**config.mk**
```make
export PLATFORM = sky130hd
export DESIGN_NAME = nsbc_top
export DESIGN_NICKNAME = d
export VERILOG_FILES = /design/src/nsbc_fix_note_unused.sv /design/src/nsbc_pkg.sv /design/src/nsbc_top.sv
export SDC_FILE = /design/constraint.sdc
export NUM_CORES = 1
export LEC_CHECK = 0
export BUFFER_PORTS_ARGS = -buffer_cell sky130_fd_sc_hd__buf_2
export CAP_MARGIN = 20
export CORE_MARGIN = 1
export CORE_UTILIZATION = 46
export DETAILED_ROUTE_END_ITERATION = 8
export GPL_TIMING_DRIVEN = 0
export MAX_ROUTING_LAYER = met4
export PLACE_DENSITY = 0.75
export SETUP_SLACK_MARGIN = 0.1
export SYNTH_ARGS = -nofsm -noshare
export SYNTH_HDL_FRONTEND = slang
export SYNTH_SLANG_ARGS = --single-unit
```
**constraint.sdc**
```tcl
create_clock -name MCLK_I -period 5.77 [get_ports MCLK_I]
set_input_delay 0.577 -clock MCLK_I [delete_from_list [all_inputs] [get_ports MCLK_I]]
set_output_delay 0.577 -clock MCLK_I [all_outputs]
set_load 0.005 [all_outputs]
```
**src/nsbc_fix_note_unused.sv**
```systemverilog
// Holds no logic; the whole controller lives in nsbc_top.
// Assumes nothing of its surroundings.
`default_nettype none
`default_nettype wire

```
**src/nsbc_pkg.sv**
```systemverilog
// Constants, field layouts and types for the null-seeking balance control.
// Assumes a single 10 MHz clock and a plain strobed register port.
package nsbc_pkg;

    // =====================================================================
    // Timing
    // =====================================================================
    localparam int CLK_HZ   = 10_000_000;               // Clock rate in Hz
    localparam int HOLD_MS  = 50;                       // Settling hold-off, ms
    localparam int HOLD_CYC = HOLD_MS * (CLK_HZ / 1000); // Hold-off in cycles
    localparam int HOLD_W   = 20;                       // Hold counter width

    // =====================================================================
    // Decade positions
    // =====================================================================
    localparam int         NDEC       = 4;       // Units, tens, hundreds, thousands
    localparam logic [3:0] POS_ZERO   = 4'h0;    // Home position
    localparam logic [3:0] POS_ONE    = 4'h1;    // One step
    localparam logic [3:0] POS_TENTH  = 4'ha;    // Tenth position, shown as nine
    localparam logic [15:0] POS_RST   = 16'h0000; // All decades at zero

    // =====================================================================
    // Register map
    // =====================================================================
    localparam logic [1:0] ADDR_CTRL   = 2'h0;   // Polarity, range, standby
    localparam logic [1:0] ADDR_DIGITS = 2'h1;   // Four decade positions
    localparam logic [1:0] ADDR_STAT   = 2'h2;   // Step path state
    localparam int         CTRL_W      = 4;      // Control field width
    localparam logic [3:0] CTRL_RST    = 4'h0;   // Normal polarity, div 1, active

    // Range codes, also the decimal point position
    localparam logic [1:0] RNG_DIV1   = 2'h0;    // Input divided by one
    localparam logic [1:0] RNG_DIV10  = 2'h1;    // Input divided by ten
    localparam logic [1:0] RNG_DIV100 = 2'h2;    // Input divided by one hundred

    // =====================================================================
    // Types
    // =====================================================================
    typedef struct packed {
        logic       standby;                     // Bit 3: ignore all requests
        logic [1:0] range;                       // Bits 2:1: attenuator choice
        logic       pol_neg;                     // Bit 0: opposite polarity
    } nsbc_ctrl_t;

    typedef enum logic [3:0] {
        ST_IDLE  = 4'h1,                         // Waiting for a sample
        ST_RAISE = 4'h2,                         // Raise line latched
        ST_LOWER = 4'h4,                         // Lower line latched
        ST_HOLD  = 4'h8                          // Settling hold-off
    } nsbc_state_t;

endpackage : nsbc_pkg

```
**src/nsbc_top.sv**
```systemverilog
// Null-seeking balance controller for a four-decade tracking voltmeter.
// Assumes comparator, line reference and step-complete arrive unsynchronised.
//
// What this block does
// - Each step goes out on raise or lower
// - Route each step by all decade positions
// - Fill decades upward, lower clears highest full one
// - Decade position directly drives its displayed digit
// - One comparison sample per line cycle
// - Raise uses comparison, lower its inverse
// - Ignore comparison during negative line half
// - Block new comparisons for hold-off after step
// - Active path blocks the opposite path
// - Step line latched until step complete
// - Step end starts settling one-shot
// - Polarity swaps paths, reference sign, sign lamp
// - Range picks division and decimal point
// - Over range: lower decades stuck, thousands rotating
//
// Strobed register access and the placing of the registers are this design's own decisions.
`timescale 1ns/1ns
`default_nettype none

module nsbc_top
    import nsbc_pkg::*;
#(
    parameter int HOLD_CYCLES = HOLD_CYC          // Settling hold-off in cycles
) (
    input  wire logic        MCLK_I,             // 10 MHz clock
    input  wire logic        RST_N_I,            // Async reset, active low
    input  wire logic        CMP_SIGN_I,         // High: input above divider
    input  wire logic        CMP_NULL_I,         // High: difference within band
    input  wire logic        LINE_I,             // High in positive line half
    input  wire logic        STEP_DONE_I,        // Any mechanism stepped
    input  wire logic [1:0]  ADDR_I,             // Register address
    input  wire logic [7:0]  WDATA_I,            // Write data
    input  wire logic        WR_I,               // Write strobe
    input  wire logic        RD_I,               // Read strobe
    output logic      [15:0] RDATA_O,            // Read data, cycle after RD_I
    output logic             RAISE_O,            // Raise step line
    output logic             LOWER_O,            // Lower step line
    output logic      [15:0] DIGITS_O,           // Four decade positions
    output logic             REF_NEG_O,          // Reference sign reversed
    output logic             SIGN_PLUS_O,        // Plus sign lamp
    output logic             SIGN_MINUS_O,       // Minus sign lamp
    output logic      [1:0]  RANGE_O,            // Attenuator selection
    output logic      [1:0]  DP_O                // Decimal point position
);

    // =====================================================================
    // Input synchronisers
    // =====================================================================
    logic [2:0] meta_q;                          // First stage, read only by sync
    logic [2:0] sync_q;                          // Second stage
    logic       line_prev_q;                     // Line level one cycle back
    logic       done_prev_q;                     // Step-complete one cycle back
    logic       cmp_sign_s;                      // Synced comparison sign
    logic       line_rise;                       // Start of positive half
    logic       done_evt;                        // Step completed this cycle

    // Two flops on comparison sign, line and step-complete inputs
    always_ff @(posedge MCLK_I or negedge RST_N_I) begin
        if (!RST_N_I) begin
            meta_q      <= 3'h0;
            sync_q      <= 3'h0;
            line_prev_q <= 1'b0;
            done_prev_q <= 1'b0;
        end else begin
            meta_q      <= {STEP_DONE_I, LINE_I, CMP_SIGN_I};
            sync_q      <= meta_q;
            line_prev_q <= sync_q[1];
            done_prev_q <= sync_q[2];
        end
    end

    assign cmp_sign_s = sync_q[0];
    // One sample at the start of each positive half only
    assign line_rise  = sync_q[1] & ~line_prev_q;
    // Every rising contact closure is one completed step
    assign done_evt   = sync_q[2] & ~done_prev_q;

    // =====================================================================
    // Control register
    // =====================================================================
    nsbc_ctrl_t ctrl_q;                          // Polarity, range, standby
    nsbc_ctrl_t ctrl_d;                          // Next control value
    nsbc_ctrl_t wr_ctrl;                         // Written field view

    // Next control value on a write
    always_comb begin
        wr_ctrl = nsbc_ctrl_t'(WDATA_I[CTRL_W-1:0]);
        ctrl_d  = ctrl_q;
        if (WR_I && ADDR_I == ADDR_CTRL) begin
            ctrl_d = wr_ctrl;
            // Unused range code falls back to the largest division
            if (wr_ctrl.range > RNG_DIV100) begin
                ctrl_d.range = RNG_DIV100;
            end
        end
    end

    // Register the control value
    always_ff @(posedge MCLK_I or negedge RST_N_I) begin
        if (!RST_N_I) begin
            ctrl_q <= nsbc_ctrl_t'(CTRL_RST);
        end else begin
            ctrl_q <= ctrl_d;
        end
    end

    // =====================================================================
    // Step path state machine
    // =====================================================================
    nsbc_state_t       state_q;                  // Current path state
    nsbc_state_t       state_d;                  // Next path state
    logic [HOLD_W-1:0] hold_q;                   // Hold-off cycles left
    logic [HOLD_W-1:0] hold_d;                   // Next hold count
    logic              diff;                     // Raise direction after polarity
    logic              null_q;                   // Dead-band flag, second stage
    logic              null_m_q;                 // Dead-band flag, first stage
    logic              trig_up;                  // Raise request accepted
    logic              trig_dn;                  // Lower request accepted

    // Dead-band flag passes its own two flops
    always_ff @(posedge MCLK_I or negedge RST_N_I) begin
        if (!RST_N_I) begin
            null_m_q <= 1'b0;
            null_q   <= 1'b0;
        end else begin
            null_m_q <= CMP_NULL_I;
            null_q   <= null_m_q;
        end
    end

    // Polarity swaps which sign means raise
    assign diff    = cmp_sign_s ^ ctrl_q.pol_neg;
    // Raise follows the difference, lower its inverse
    assign trig_up = line_rise & ~null_q & ~ctrl_q.standby & diff;
    assign trig_dn = line_rise & ~null_q & ~ctrl_q.standby & ~diff;

    // Next state: one path at a time, latched until step complete
    always_comb begin
        state_d = state_q;
        hold_d  = hold_q;
        unique case (state_q)
            ST_IDLE: begin
                // Only idle accepts a sample, so the paths exclude each other
                if (trig_up) begin
                    state_d = ST_RAISE;
                end else if (trig_dn) begin
                    state_d = ST_LOWER;
                end
            end
            ST_RAISE, ST_LOWER: begin
                // Step complete clears the latch and fires the one-shot
                if (done_evt) begin
                    state_d = ST_HOLD;
                    hold_d  = HOLD_W'(HOLD_CYCLES - 1);
                end
            end
            ST_HOLD: begin
                // Comparisons blocked until settling time has run out
                if (hold_q == '0) begin
                    state_d = ST_IDLE;
                end else begin
                    hold_d = hold_q - 1'b1;
                end
            end
        endcase
    end

    // Register the path state
    always_ff @(posedge MCLK_I or negedge RST_N_I) begin
        if (!RST_N_I) begin
            state_q <= ST_IDLE;
            hold_q  <= '0;
        end else begin
            state_q <= state_d;
            hold_q  <= hold_d;
        end
    end

    // =====================================================================
    // Decade position counters
    // =====================================================================
    logic [15:0] pos_q;                          // Positions, units in low nibble
    logic [15:0] pos_d;                          // Next positions

    // Pick the decade from all positions and step it
    function automatic logic [15:0] nsbc_next_pos(input logic [15:0] p,
                                                  input logic        up);
        logic [15:0] r;
        logic        hit;
        r   = p;
        hit = 1'b0;
        // Raise fills the lowest decade not yet at tenth
        for (int i = 0; i < NDEC - 1; i++) begin
            if (up && !hit && p[i*4 +: 4] != POS_TENTH) begin
                r[i*4 +: 4] = p[i*4 +: 4] + POS_ONE;
                hit         = 1'b1;
            end
        end
        // Lower returns the highest full decade to zero
        for (int i = NDEC - 2; i >= 0; i--) begin
            if (!up && !hit && p[i*4 +: 4] == POS_TENTH) begin
                r[i*4 +: 4] = POS_ZERO;
                hit         = 1'b1;
            end
        end
        // Otherwise thousands moves and wraps, so it keeps rotating
        if (!hit) begin
            if (up) begin
                r[15:12] = (p[15:12] == POS_TENTH) ? POS_ZERO : p[15:12] + POS_ONE;
            end else begin
                r[15:12] = (p[15:12] == POS_ZERO) ? POS_TENTH : p[15:12] - POS_ONE;
            end
        end
        return r;
    endfunction : nsbc_next_pos

    // Apply the step to the routed decade when it completes
    always_comb begin
        pos_d = pos_q;
        if (done_evt && state_q == ST_RAISE) begin
            pos_d = nsbc_next_pos(pos_q, 1'b1);
        end else if (done_evt && state_q == ST_LOWER) begin
            pos_d = nsbc_next_pos(pos_q, 1'b0);
        end
    end

    // Register the positions
    always_ff @(posedge MCLK_I or negedge RST_N_I) begin
        if (!RST_N_I) begin
            pos_q <= POS_RST;
        end else begin
            pos_q <= pos_d;
        end
    end

    // =====================================================================
    // Register read port
    // =====================================================================
    logic [15:0] rdata_d;                        // Next read data

    // Decode the read; unmapped addresses read zero
    always_comb begin
        rdata_d = 16'h0000;
        if (RD_I) begin
            unique case (ADDR_I)
                ADDR_CTRL:   rdata_d = {12'h000, ctrl_q};
                ADDR_DIGITS: rdata_d = pos_q;
                ADDR_STAT:   rdata_d = {12'h000, state_q};
                default:     rdata_d = 16'h0000;
            endcase
        end
    end

    // Read data stands only in the cycle after the strobe
    always_ff @(posedge MCLK_I or negedge RST_N_I) begin
        if (!RST_N_I) begin
            RDATA_O <= 16'h0000;
        end else begin
            RDATA_O <= rdata_d;
        end
    end

    // =====================================================================
    // Outputs
    // =====================================================================
    assign RAISE_O      = (state_q == ST_RAISE);
    assign LOWER_O      = (state_q == ST_LOWER);
    assign DIGITS_O     = pos_q;
    assign REF_NEG_O    = ctrl_q.pol_neg;
    assign SIGN_PLUS_O  = ~ctrl_q.pol_neg;
    assign SIGN_MINUS_O = ctrl_q.pol_neg;
    assign RANGE_O      = ctrl_q.range;
    assign DP_O         = ctrl_q.range;
endmodule : nsbc_top

`default_nettype wire

```
==> impl_results.md, run 1 <==
- Outcome: finished clean
- Die W: about 90 um
- Vias: 2961
- Yosys Warn Count: 0
- NetSw: ~0.00043 W
- Synthesis-stage register bit count: 70
- Synth Cell Area: about 3600 sq um
- Initial antenna violation count: 0
- TNS Setup: 0 ps
- CP delay by family, top: simple AND/OR/NAND/NOR gates
- Post-synth EDFFs: 0
- CP max-delay cell: or4b_2
- Crit. Startpoint: hold_q[0]
- Post-synth top cells: dfrtp_1, nand2_1, o21ai_0
- Post-CTS Hold Buffers: 0
- First-pass GRT wire length: roughly 13000 um
- Buffers & Inverters on Critical Path: 2
- Main synth FF type: dfrtp_1
- Leak Pwr: around 1.9 nW
- Hold crit path type: in -> reg
- Sw Share: about 32%
- Final WL: 7600 um
- Maximum buffer depth of the clock tree: 2
- Worst Path Arrival: approximately 3100 ps
- Max cap viols: 0
- Crit start category: flip-flop
- Net count, final: roughly 450
- Hold Vio Cnt, Final: 0
- Final Slew Violations: 0
- DR iter-0 viols: about 140
- Crit Path Class: reg -> reg
- Number of buffers created by CTS: 9
- Core area: around 7400 sq um
- Crit end category: flip-flop
- Fin crit share: 49.6%
- Peak fanout along the critical path: 10
- # resized after CTS: 0
- TritonCTS clock tree: done
- Die footprint: 8070 sq um
- Comb pwr share: about a quarter
- HPWL after detailed placement: 5180 um
- CP peak stage delay: between 500 and 600 ps
- P per Cell Area: 320 nW/um^2
- N_diodes: 0
- Synth-to-Final Area Change: 17.1%
- Gpl congestion: roughly 0.87
- Post-Syn Nets: between 300 and 400
- Die Y: between 80 and 90 um
- Multi-input logic area: 1650 sq um
- Min Clock Period, post-route: ~2900 ps
- Maximum vdd drop: around 0.15 mV
- Syn Area/Cell: 10.0 sq um
- Post-CTS Setup Inserts: 0
- Post-synth top area cell: dfrtp_1
- Non-Filler Instances: between 500 and 600
- H-tree levels: 3
- Flop pwr share: between 40% and 50%
- Relative slew margins: 41.6%
- Placement Rows: 31
- R2r startpoint: hold_q[0]
- Internal power: approximately 0.0009 W
- Hold wc startpoint: CMP_NULL_I
- Ys async rst share: between 90% and 100%
- Routed length per placed instance: about 15 um
- IO buf count: 53
- Clock root buffer: clkbuf_8
- Reg clk slew, reported paths: approximately 70 ps
- DRT antenna net count: 0
- Final setup viols: 0
- Total gr overflow: 0
- Fillers: 660
- Starting Density: between 40 and 50%
- DRC viols: 0
- RSZ-0062 raised after global routing: no
- Largest net degree at the start of global routing: 71
- Placed cell count: ~510
- Syn Inst Count: around 350
- Clk_lat worst skew: ~350 ps
- Clock share of power: 32.5%
- Seq/Total Area, Yosys: between 40% and 50%
- Worst EP required: 5980 ps
- Post-synthesis cell type count: 54
- Area share of the largest cell type after synthesis: between 40% and 50%
- Vias in the first global route: between 2000 and 3000
- Share of post-route cells with drive strength above 1: about 23%
- CP Cell Sequence: inv_1 -> ha_1 -> or4b_2 -> or4_4 -> o31ai_4 -> clkbuf_1 -> or4_1 -> nand3_1
- Detailed-route vias per instance: ~5.7
- Register area: approximately 1800 sq um
- Tightest Pin Transition: slightly below 900 ps
- Drt first pass iters: 5
- Total clock sinks: 70
- Synth area leaders: dfrtp_1, ha_1, o21ai_0
- Most frequent cell after synthesis: dfrtp_1
- Maximum clock rate: between 300 and 400 MHz
- Worst Skew: a little over 9 ps
- All-layer global routing usage: 20.5%
- Total I/O pin count: 59
[per-layer routing]
| layer | wire length [um] | global-route usage, % | up-vias |
|---|---|---|---|
| met4 | 149 | 9.41 | 0 |
| met1 | 3440 | 25.9 | 1436 |
| met2 | 3660 | 31.5 | 97 |
| met5 | 0 | - | - |
| met3 | 355 | 4.65 | 19 |
| li1 | - | - | 1409 |
[power by group through the flow]
stage / Sequential [W] / Clock [W] / Combinational, W
5_1_grt: 0.000592 / 0.000466 / 0.000352
2_1_floorplan: 0.000584 / 0 / 0.000208
6_report: 0.000584 / 0.000432 / 0.000313
3_3_place_gp: 0.000591 / 0 / 0.000299
3_5_place_dp: 0.000594 / 0 / 0.000311
4_1_cts: 0.000584 / 0.000441 / 0.000313
[metrics by stage]
| stage | worst slack [ps] | hold WS (ps) | total power, W | instance area, sq um | utilization [%] |
|---|---|---|---|---|---|
| 2_1_floorplan | 3190 | 281 | 0.000792 | 3550 | - |
| 3_3_place_gp | 2960 | 332 | 0.000891 | 3940 | 53.5 |
| 3_5_place_dp | 2950 | 340 | 0.000905 | 3940 | 53.5 |
| 4_1_cts | 2930 | 315 | 0.00134 | 4160 | 56.4 |
| 5_1_grt | 2770 | 307 | 0.00141 | 4160 | 56.4 |
| 6_report | 2910 | 325 | 0.00133 | 4160 | 56.4 |
[cell type report]
type | instances | area share [%]
Sequential cell | 70 | 42.2
Multi-Input combinational cell | 252 | 39.6
Timing Repair Buffer | 53 | 6.44
Clock buffer | 10 | 3.07
Tap cell | 99 | 2.98
Buffer | 20 | 2.56
Clock inverter | 6 | 2.08
Inverter | 12 | 1.08
[worst reg2reg max path, cell delays in order (launching register included)]
cell and delay [ps]:
dfrtp_1 410, inv_1 120, ha_1 150, or4b_2 590, or4_4 470, o31ai_4 320
clkbuf_1 400, or4_1 190, nand3_1 70
[flip-flops by register name, indices dropped and copies added (netlist names)]
register / cells
REF_NEG_O: 1
hold_q: 20
done_prev_q: 1
meta_q: 3
null_q: 1
line_prev_q: 1
RDATA_O: 16
state_q: 4
ctrl_q: 1
DIGITS_O: 16
null_m_q: 1
DP_O: 2
sync_q: 3
[logic make-up (layout without fill, tap and decap cells)]
kind of cell               count (synthesis)  count (layout)  share of synthesized area, %
buffers and inverters                     32             101                          4.26
adders and majority gates                 13              13                          4.58
muxes                                     11              11                          3.31
DFF                                       70              70                          49.4
AOI/OAI and AO/OA                         78              78                          13.9
xor gates and xnor gates                   4               4                         0.987
and+or+nand+nor                          146             146                          23.6
[path summary, 6_finish.rpt]
kind / to / slack (ps) / cells past startpoint
min: null_m_q / 320 / 1
max in group asynchronous: sync_q[0] / 4860 / 1
max: hold_q[16] / 2910 / 8
min in group asynchronous: RDATA_O[11] / 330 / 1
min reg2reg: sync_q[2] / 350 / 0
max reg2reg: hold_q[16] / 2910 / 8
[cell usage in the layout (no fill, tap or decap), drive strengths merged, types with 9 or more instances in the layout]
master / n
a21oi: 18
and2: 18
buf: 61
clkbuf: 22
dfrtp: 69
ha: 13
inv: 12
nand2: 30
nand3: 9
nor2: 20
o21ai: 28
o31ai: 10
or3: 11
or4: 14
No activity file was read; power rests on OpenSTA's default activity.
==> inputs of run 2 (changes only) <==
PLACE_DENSITY = 0.78   (was 0.75)
clock period = 2.3 ns   (was 5.77 ns; I/O delays follow)
==> impl_results.md, run 2 (same netlist as run 1, synthesis figures left out) <==
- Outcome: finished, violations left
- Failing checks: negative setup slack
- Top register by number of flip-flops: hold_q
- DRT antenna net count: 0 (unchanged)
- Maximum clock rate: 411 MHz (+18%)
- Fin crit share: 106% (+56 points)
- N_diodes: 0 (unchanged)
- Met3 Usage GRT: 5.84% (+1.2 points)
- Most common cell after layout, fill and taps aside: dfrtp_1
- Placement Rows: 31 (unchanged)
- Maximum buffer depth of the clock tree: 2 (unchanged)
- Clock root buffer: clkbuf_8
- Gpl congestion: 0.891 (+2.0%)
- Net count, final: 473 (+5.3%)
- Peak fanout along the critical path: 6 (-4)
- All-layer global routing usage: 21.1% (+0.61 points)
- DR iter-0 viols: 138 (-0.72%)
- Share of post-route cells with drive strength above 1: 31.4% (+8.7 points)
- Reg clk slew, reported paths: 80 ps (about the same)
- Total clock sinks: 70 (unchanged)
- Total I/O pin count: 59 (unchanged)
- Tightest Pin Transition: 866 ps (-9.47 ps)
- DRC viols: 0 (unchanged)
- Leak Pwr: 2.09 nW (+11%)
- Max cap viols: 0 (unchanged)
- Worst Skew: 5.59 ps (-3.76 ps)
- Number of flip-flops in the largest register: 20 (unchanged)
- Detailed-route vias per instance: 5.69 (+0.24%)
- Relative slew margins: 42.2% (+0.63 points)
- Vias: 3099 (+4.7%)
- Crit Path Class: reg -> reg
- P per Cell Area: 869 nW/um^2 (+170%)
- Total gr overflow: 0 (unchanged)
- Worst EP required: 2520 ps (-3460 ps)
- Met2 usage: 35.6% (+4.0 points)
- IO buf count: 53 (unchanged)
- Final Slew Violations: 0 (unchanged)
- Die footprint: 8070 sq um (unchanged)
- H-tree levels: 3 (unchanged)
- Hold WS: 13.0 ps (-312 ps)
- HPWL after detailed placement: 5340 um (+3.0%)
- Hold Vio Cnt, Final: 0 (unchanged)
- TritonCTS clock tree: done
- Vias in the first global route: 2852 (+2.4%)
- Clk_lat worst skew: 340 ps (about the same)
- Initial antenna violation count: 0 (unchanged)
- Die Y: 89.9 um (unchanged)
- Final setup viols: 20 (+20)
- Largest net degree at the start of global routing: 71 (unchanged)
- Commonest non-fill, non-tap cells in the layout: dfrtp_1, buf_2, nand2_1
- Crit end category: flip-flop
- Die W: 89.9 um (unchanged)
- Placed Area: 3960 sq um (+0.48%)
- Synth-to-Final Area Change: 28.3%
- Final WL: 8340 um (+9.7%)
- Met1 Use GR: 24.4% (-1.5 points)
- Gr busiest metal: met2
- PnR worst setup slack: -131 ps (-3040 ps)
- Fin area: 4560 sq um (+9.6%)
- First-pass GRT wire length: 13400 um (+2.9%)
- Drt first pass iters: 4 (-1)
- Min Clock Period, post-route: 2430 ps (-433 ps)
- Worst Path Arrival: 2650 ps (-420 ps)
- Crit start category: flip-flop
- Routed length per placed instance: 15.3 um (+5.1%)
- Hold crit path type: in -> async
- Starting Density: 48.2% (unchanged)
- Number of buffers created by CTS: 9 (unchanged)
- Core area: 7370 sq um (unchanged)
- RSZ-0062 raised after global routing: yes
- Maximum vdd drop: 0.436 mV (+200%)
==> run 2: cell types whose count changed in the layout (fill, tap and decap cells not counted), sizes merged <==
cell         before  now
buf              61   83
dlygate4sd3       0    4
bufinv            2    5
clkbuf           22   19
clkinv            3    1
clkinvlp          1    0
==> run 2: final timing paths <==
check,from,endpoint,slack [ps],cells past startpoint
min,RST_N_I,RDATA_O[8],10,1
max reg2reg,hold_q[0],hold_q[15],-130,8
min in group MCLK_I,WDATA_I[0],REF_NEG_O,110,3
max,hold_q[0],hold_q[15],-130,8
max in group asynchronous,RST_N_I,state_q[2],1680,1
min reg2reg,meta_q[1],sync_q[1],350,0
==> run 2: power breakdown <==
group          internal (W)  total [W]  switching [W]
clock              0.000936    0.00141       0.000471
combinational      0.000500    0.00108       0.000578
sequential          0.00134    0.00147       0.000128
total               0.00278    0.00396        0.00118
==> run 2: layer usage <==
layer / up-vias / routed length (um)
met2: 114 / 4300
met1: 1510 / 3430
met5: - / 0
met3: 21 / 453
li1: 1454 / -
met4: 0 / 159
==> run 2: stage by stage <==
| step | TNS, ps | util [%] | cells | power [W] | setup slack [ps] |
|---|---|---|---|---|---|
| after floorplan | -459 | - | 354 | 0.00200 | -116 |
| after global placement | -4830 | 53.7 | 506 | 0.00224 | -302 |
| after detailed placement | -5670 | 53.8 | 506 | 0.00230 | -377 |
| after CTS | -1860 | 60.3 | 537 | 0.00383 | -161 |
| after global routing | -2670 | 61.8 | 545 | 0.00414 | -215 |
| final | -1230 | 61.8 | 545 | 0.00396 | -131 |
==> run 2: critical path, stage by stage, from the launching register on <==
cell and delay (ps):
dfrtp_1 400, inv_2 90, ha_4 120, or4b_4 440, or4_4 450, o31ai_4 250, buf_6 170, nor4_1 40
or3b_1 340
==> run 2: cell type report <==
class / instances / area [sq um]
sequential: 70 / 1760
tap: 99 / 124
inverter: 12 / 50.0
clock inverter: 6 / 159
multi-input combinational: 252 / 1730
clock buffer: 9 / 124
fill: 611 / 2810
timing repair buffer: 79 / 483
buffer: 18 / 128
==> run 2: timing repair <==
action                     in CTS  in global routing
buffers inserted               13                  8
pin swaps                       5                  8
hold endpoints to repair        4                  0
setup endpoints to repair      33                 27
hold buffers                    4                  0
gates resized for setup        20                 18
cloned                          1                  0
==> inputs of run 3 (changes only) <==
SKIP_CTS_REPAIR_TIMING = 1   (was default)
==> impl_results.md, run 3 (same netlist as run 1, synthesis figures left out) <==
- Core area: 7370 sq um (unchanged)
- Die W: 89.9 um (unchanged)
- Drt first pass iters: 5 (+1)
- Vias: 3031 (-2.2%)
- R2r startpoint: hold_q[13]
- Worst Path Arrival: 2790 ps (+140 ps)
- Hold Vio Cnt, Final: 7 (+7)
- Reg2reg path depth: 8 (unchanged)
- All-layer global routing usage: 20.4% (-0.70 points)
- CP max-delay cell: or4_4
- Top register by number of flip-flops: hold_q
- IO buf count: 53 (unchanged)
- Critical R2R Capture: hold_q[19]
- First-pass GRT wire length: 13000 um (-2.7%)
- Net count, final: 465 (-1.7%)
- Share of post-route cells with drive strength above 1: 30.4% (-1.0 points)
- P per Cell Area: 868 nW/um^2 (about the same)
- HPWL after detailed placement: 5340 um (unchanged)
- Maximum clock rate: 396 MHz (-3.9%)
- Final WL: 8040 um (-3.7%)
- DR iter-0 viols: 112 (-19%)
- Final Slew Violations: 0 (unchanged)
- DRC viols: 0 (unchanged)
- Worst EP required: 2560 ps (+40 ps)
- CP delay by family, top: simple AND/OR/NAND/NOR gates
- Peak fanout along the critical path: 6 (unchanged)
- RSZ-0062 raised after global routing: yes
- Routed length per placed instance: 15.0 um (-2.2%)
- Synth-to-Final Area Change: 25.8%
- Gpl congestion: 0.891 (unchanged)
- Relative slew margins: 42.4% (+0.11 points)
- Largest net degree at the start of global routing: 71 (unchanged)
- Number of buffers created by CTS: 9 (unchanged)
- Clock root buffer: clkbuf_8
- DRT antenna net count: 0 (unchanged)
- Fin crit share: 110% (+4.2 points)
- Reg clk slew, reported paths: 70 ps (about the same)
- Die Y: 89.9 um (unchanged)
- Buffers & Inverters on Critical Path: 3 (+1)
- Clk_lat worst skew: 340 ps (about the same)
- Commonest non-fill, non-tap cells in the layout: dfrtp_1, buf_2, nand2_1
- Outcome: finished, violations left
- R2R setup slack: -230 ps (-100 ps)
- Total I/O pin count: 59 (unchanged)
- Initial antenna violation count: 0 (unchanged)
- Failing checks: negative hold slack, negative setup slack
- Hold crit path type: in -> async
- CP Cell Sequence: or4_4 -> or4_4 -> o31ai_4 -> buf_6 -> buf_4 -> clkbuf_16 -> o31ai_1 -> a21oi_1
- Min Clock Period, post-route: 2530 ps (+97.3 ps)
- Crit start category: flip-flop
- Maximum vdd drop: 0.446 mV (+2.3%)
- Power, Total: 0.00388 W (-2.0%)
- Max cap viols: 0 (unchanged)
- Worst Skew: 6.66 ps (+1.07 ps)
- TritonCTS clock tree: done
- CP peak stage delay: 570 ps (+120 ps)
- Starting Density: 48.2% (unchanged)
- Maximum buffer depth of the clock tree: 2 (unchanged)
- Total gr overflow: 0 (unchanged)
- Die footprint: 8070 sq um (unchanged)
- Placement Rows: 31 (unchanged)
- N_diodes: 0 (unchanged)
- Final setup viols: 19 (-5.0%)
- Most common cell after layout, fill and taps aside: dfrtp_1
- Total clock sinks: 70 (unchanged)
- H-tree levels: 3 (unchanged)
- Number of flip-flops in the largest register: 20 (unchanged)
- Tightest Pin Transition: 865 ps (-1.72 ps)
- Detailed-route vias per instance: 5.64 (-0.74%)
- Crit end category: flip-flop
- PnR worst setup slack: -228 ps (-97.3 ps)
- Leak Pwr: 2.04 nW (-2.4%)
- Vias in the first global route: 2799 (-1.9%)
- CP most frequent cell: or4_4
- TNS Setup: -2930 ps (-1700 ps)
- Hold WS: -3.19 ps (-16.2 ps)
- Crit Path Class: reg -> reg
==> run 3: report_power, final <==
group | total (W) | switching [W] | internal (W)
Clock | 0.00140 | 0.000463 | 0.000936
Sequential | 0.00149 | 0.000148 | 0.00134
Combinational | 0.000987 | 0.000528 | 0.000459
==> run 3: per-stage QoR <==
step           hold slack, ps  util, %  setup WS, ps  std cells  cell area (sq um)
5_1_grt                  69.4     60.6          -289        537               4470
3_3_place_gp              334     53.7          -302        506               3960
2_1_floorplan           -65.6        -          -116        354               3570
4_1_cts                 -25.3     57.6          -383        521               4240
3_5_place_dp              335     53.8          -377        506               3960
6_report                -3.19     60.6          -228        537               4470
==> run 3: worst max path at each step <==
| stage | slack (ps) | cells after the start | start | endpoint |
|---|---|---|---|---|
| after global routing | -290 | 8 | hold_q[0] | hold_q[13] |
| after global placement | -300 | 8 | hold_q[0] | hold_q[16] |
| after floorplan | -120 | 8 | hold_q[0] | hold_q[15] |
| final | -230 | 8 | hold_q[13] | hold_q[19] |
| after CTS | -380 | 8 | hold_q[0] | hold_q[16] |
| after detailed placement | -380 | 8 | hold_q[0] | hold_q[16] |
==> run 3: layout make-up <==
| type | instances | area [sq um] |
|---|---|---|
| multi-input cells | 252 | 1700 |
| fillers | 619 | 2900 |
| inverters | 12 | 47.5 |
| flip-flops and latches | 70 | 1760 |
| repair buffers | 73 | 445 |
| well taps | 99 | 124 |
| clock buffers | 9 | 124 |
| clock inverters | 6 | 159 |
| plain buffers | 16 | 105 |
==> run 3: worst register-to-register path, cell delays in order (launching register included) <==
cell and delay [ps]:
dfrtp_1 410, or4_4 570, or4_4 550, o31ai_4 310, buf_6 170, buf_4 120
clkbuf_16 130, o31ai_1 60, a21oi_1 140
==> run 3: layer usage <==
metal	global-route usage, %	part of all wire, %
met4	7.39	1.6
met3	5.75	6.2
met2	34.2	52
met5	-	0
met1	23.4	40
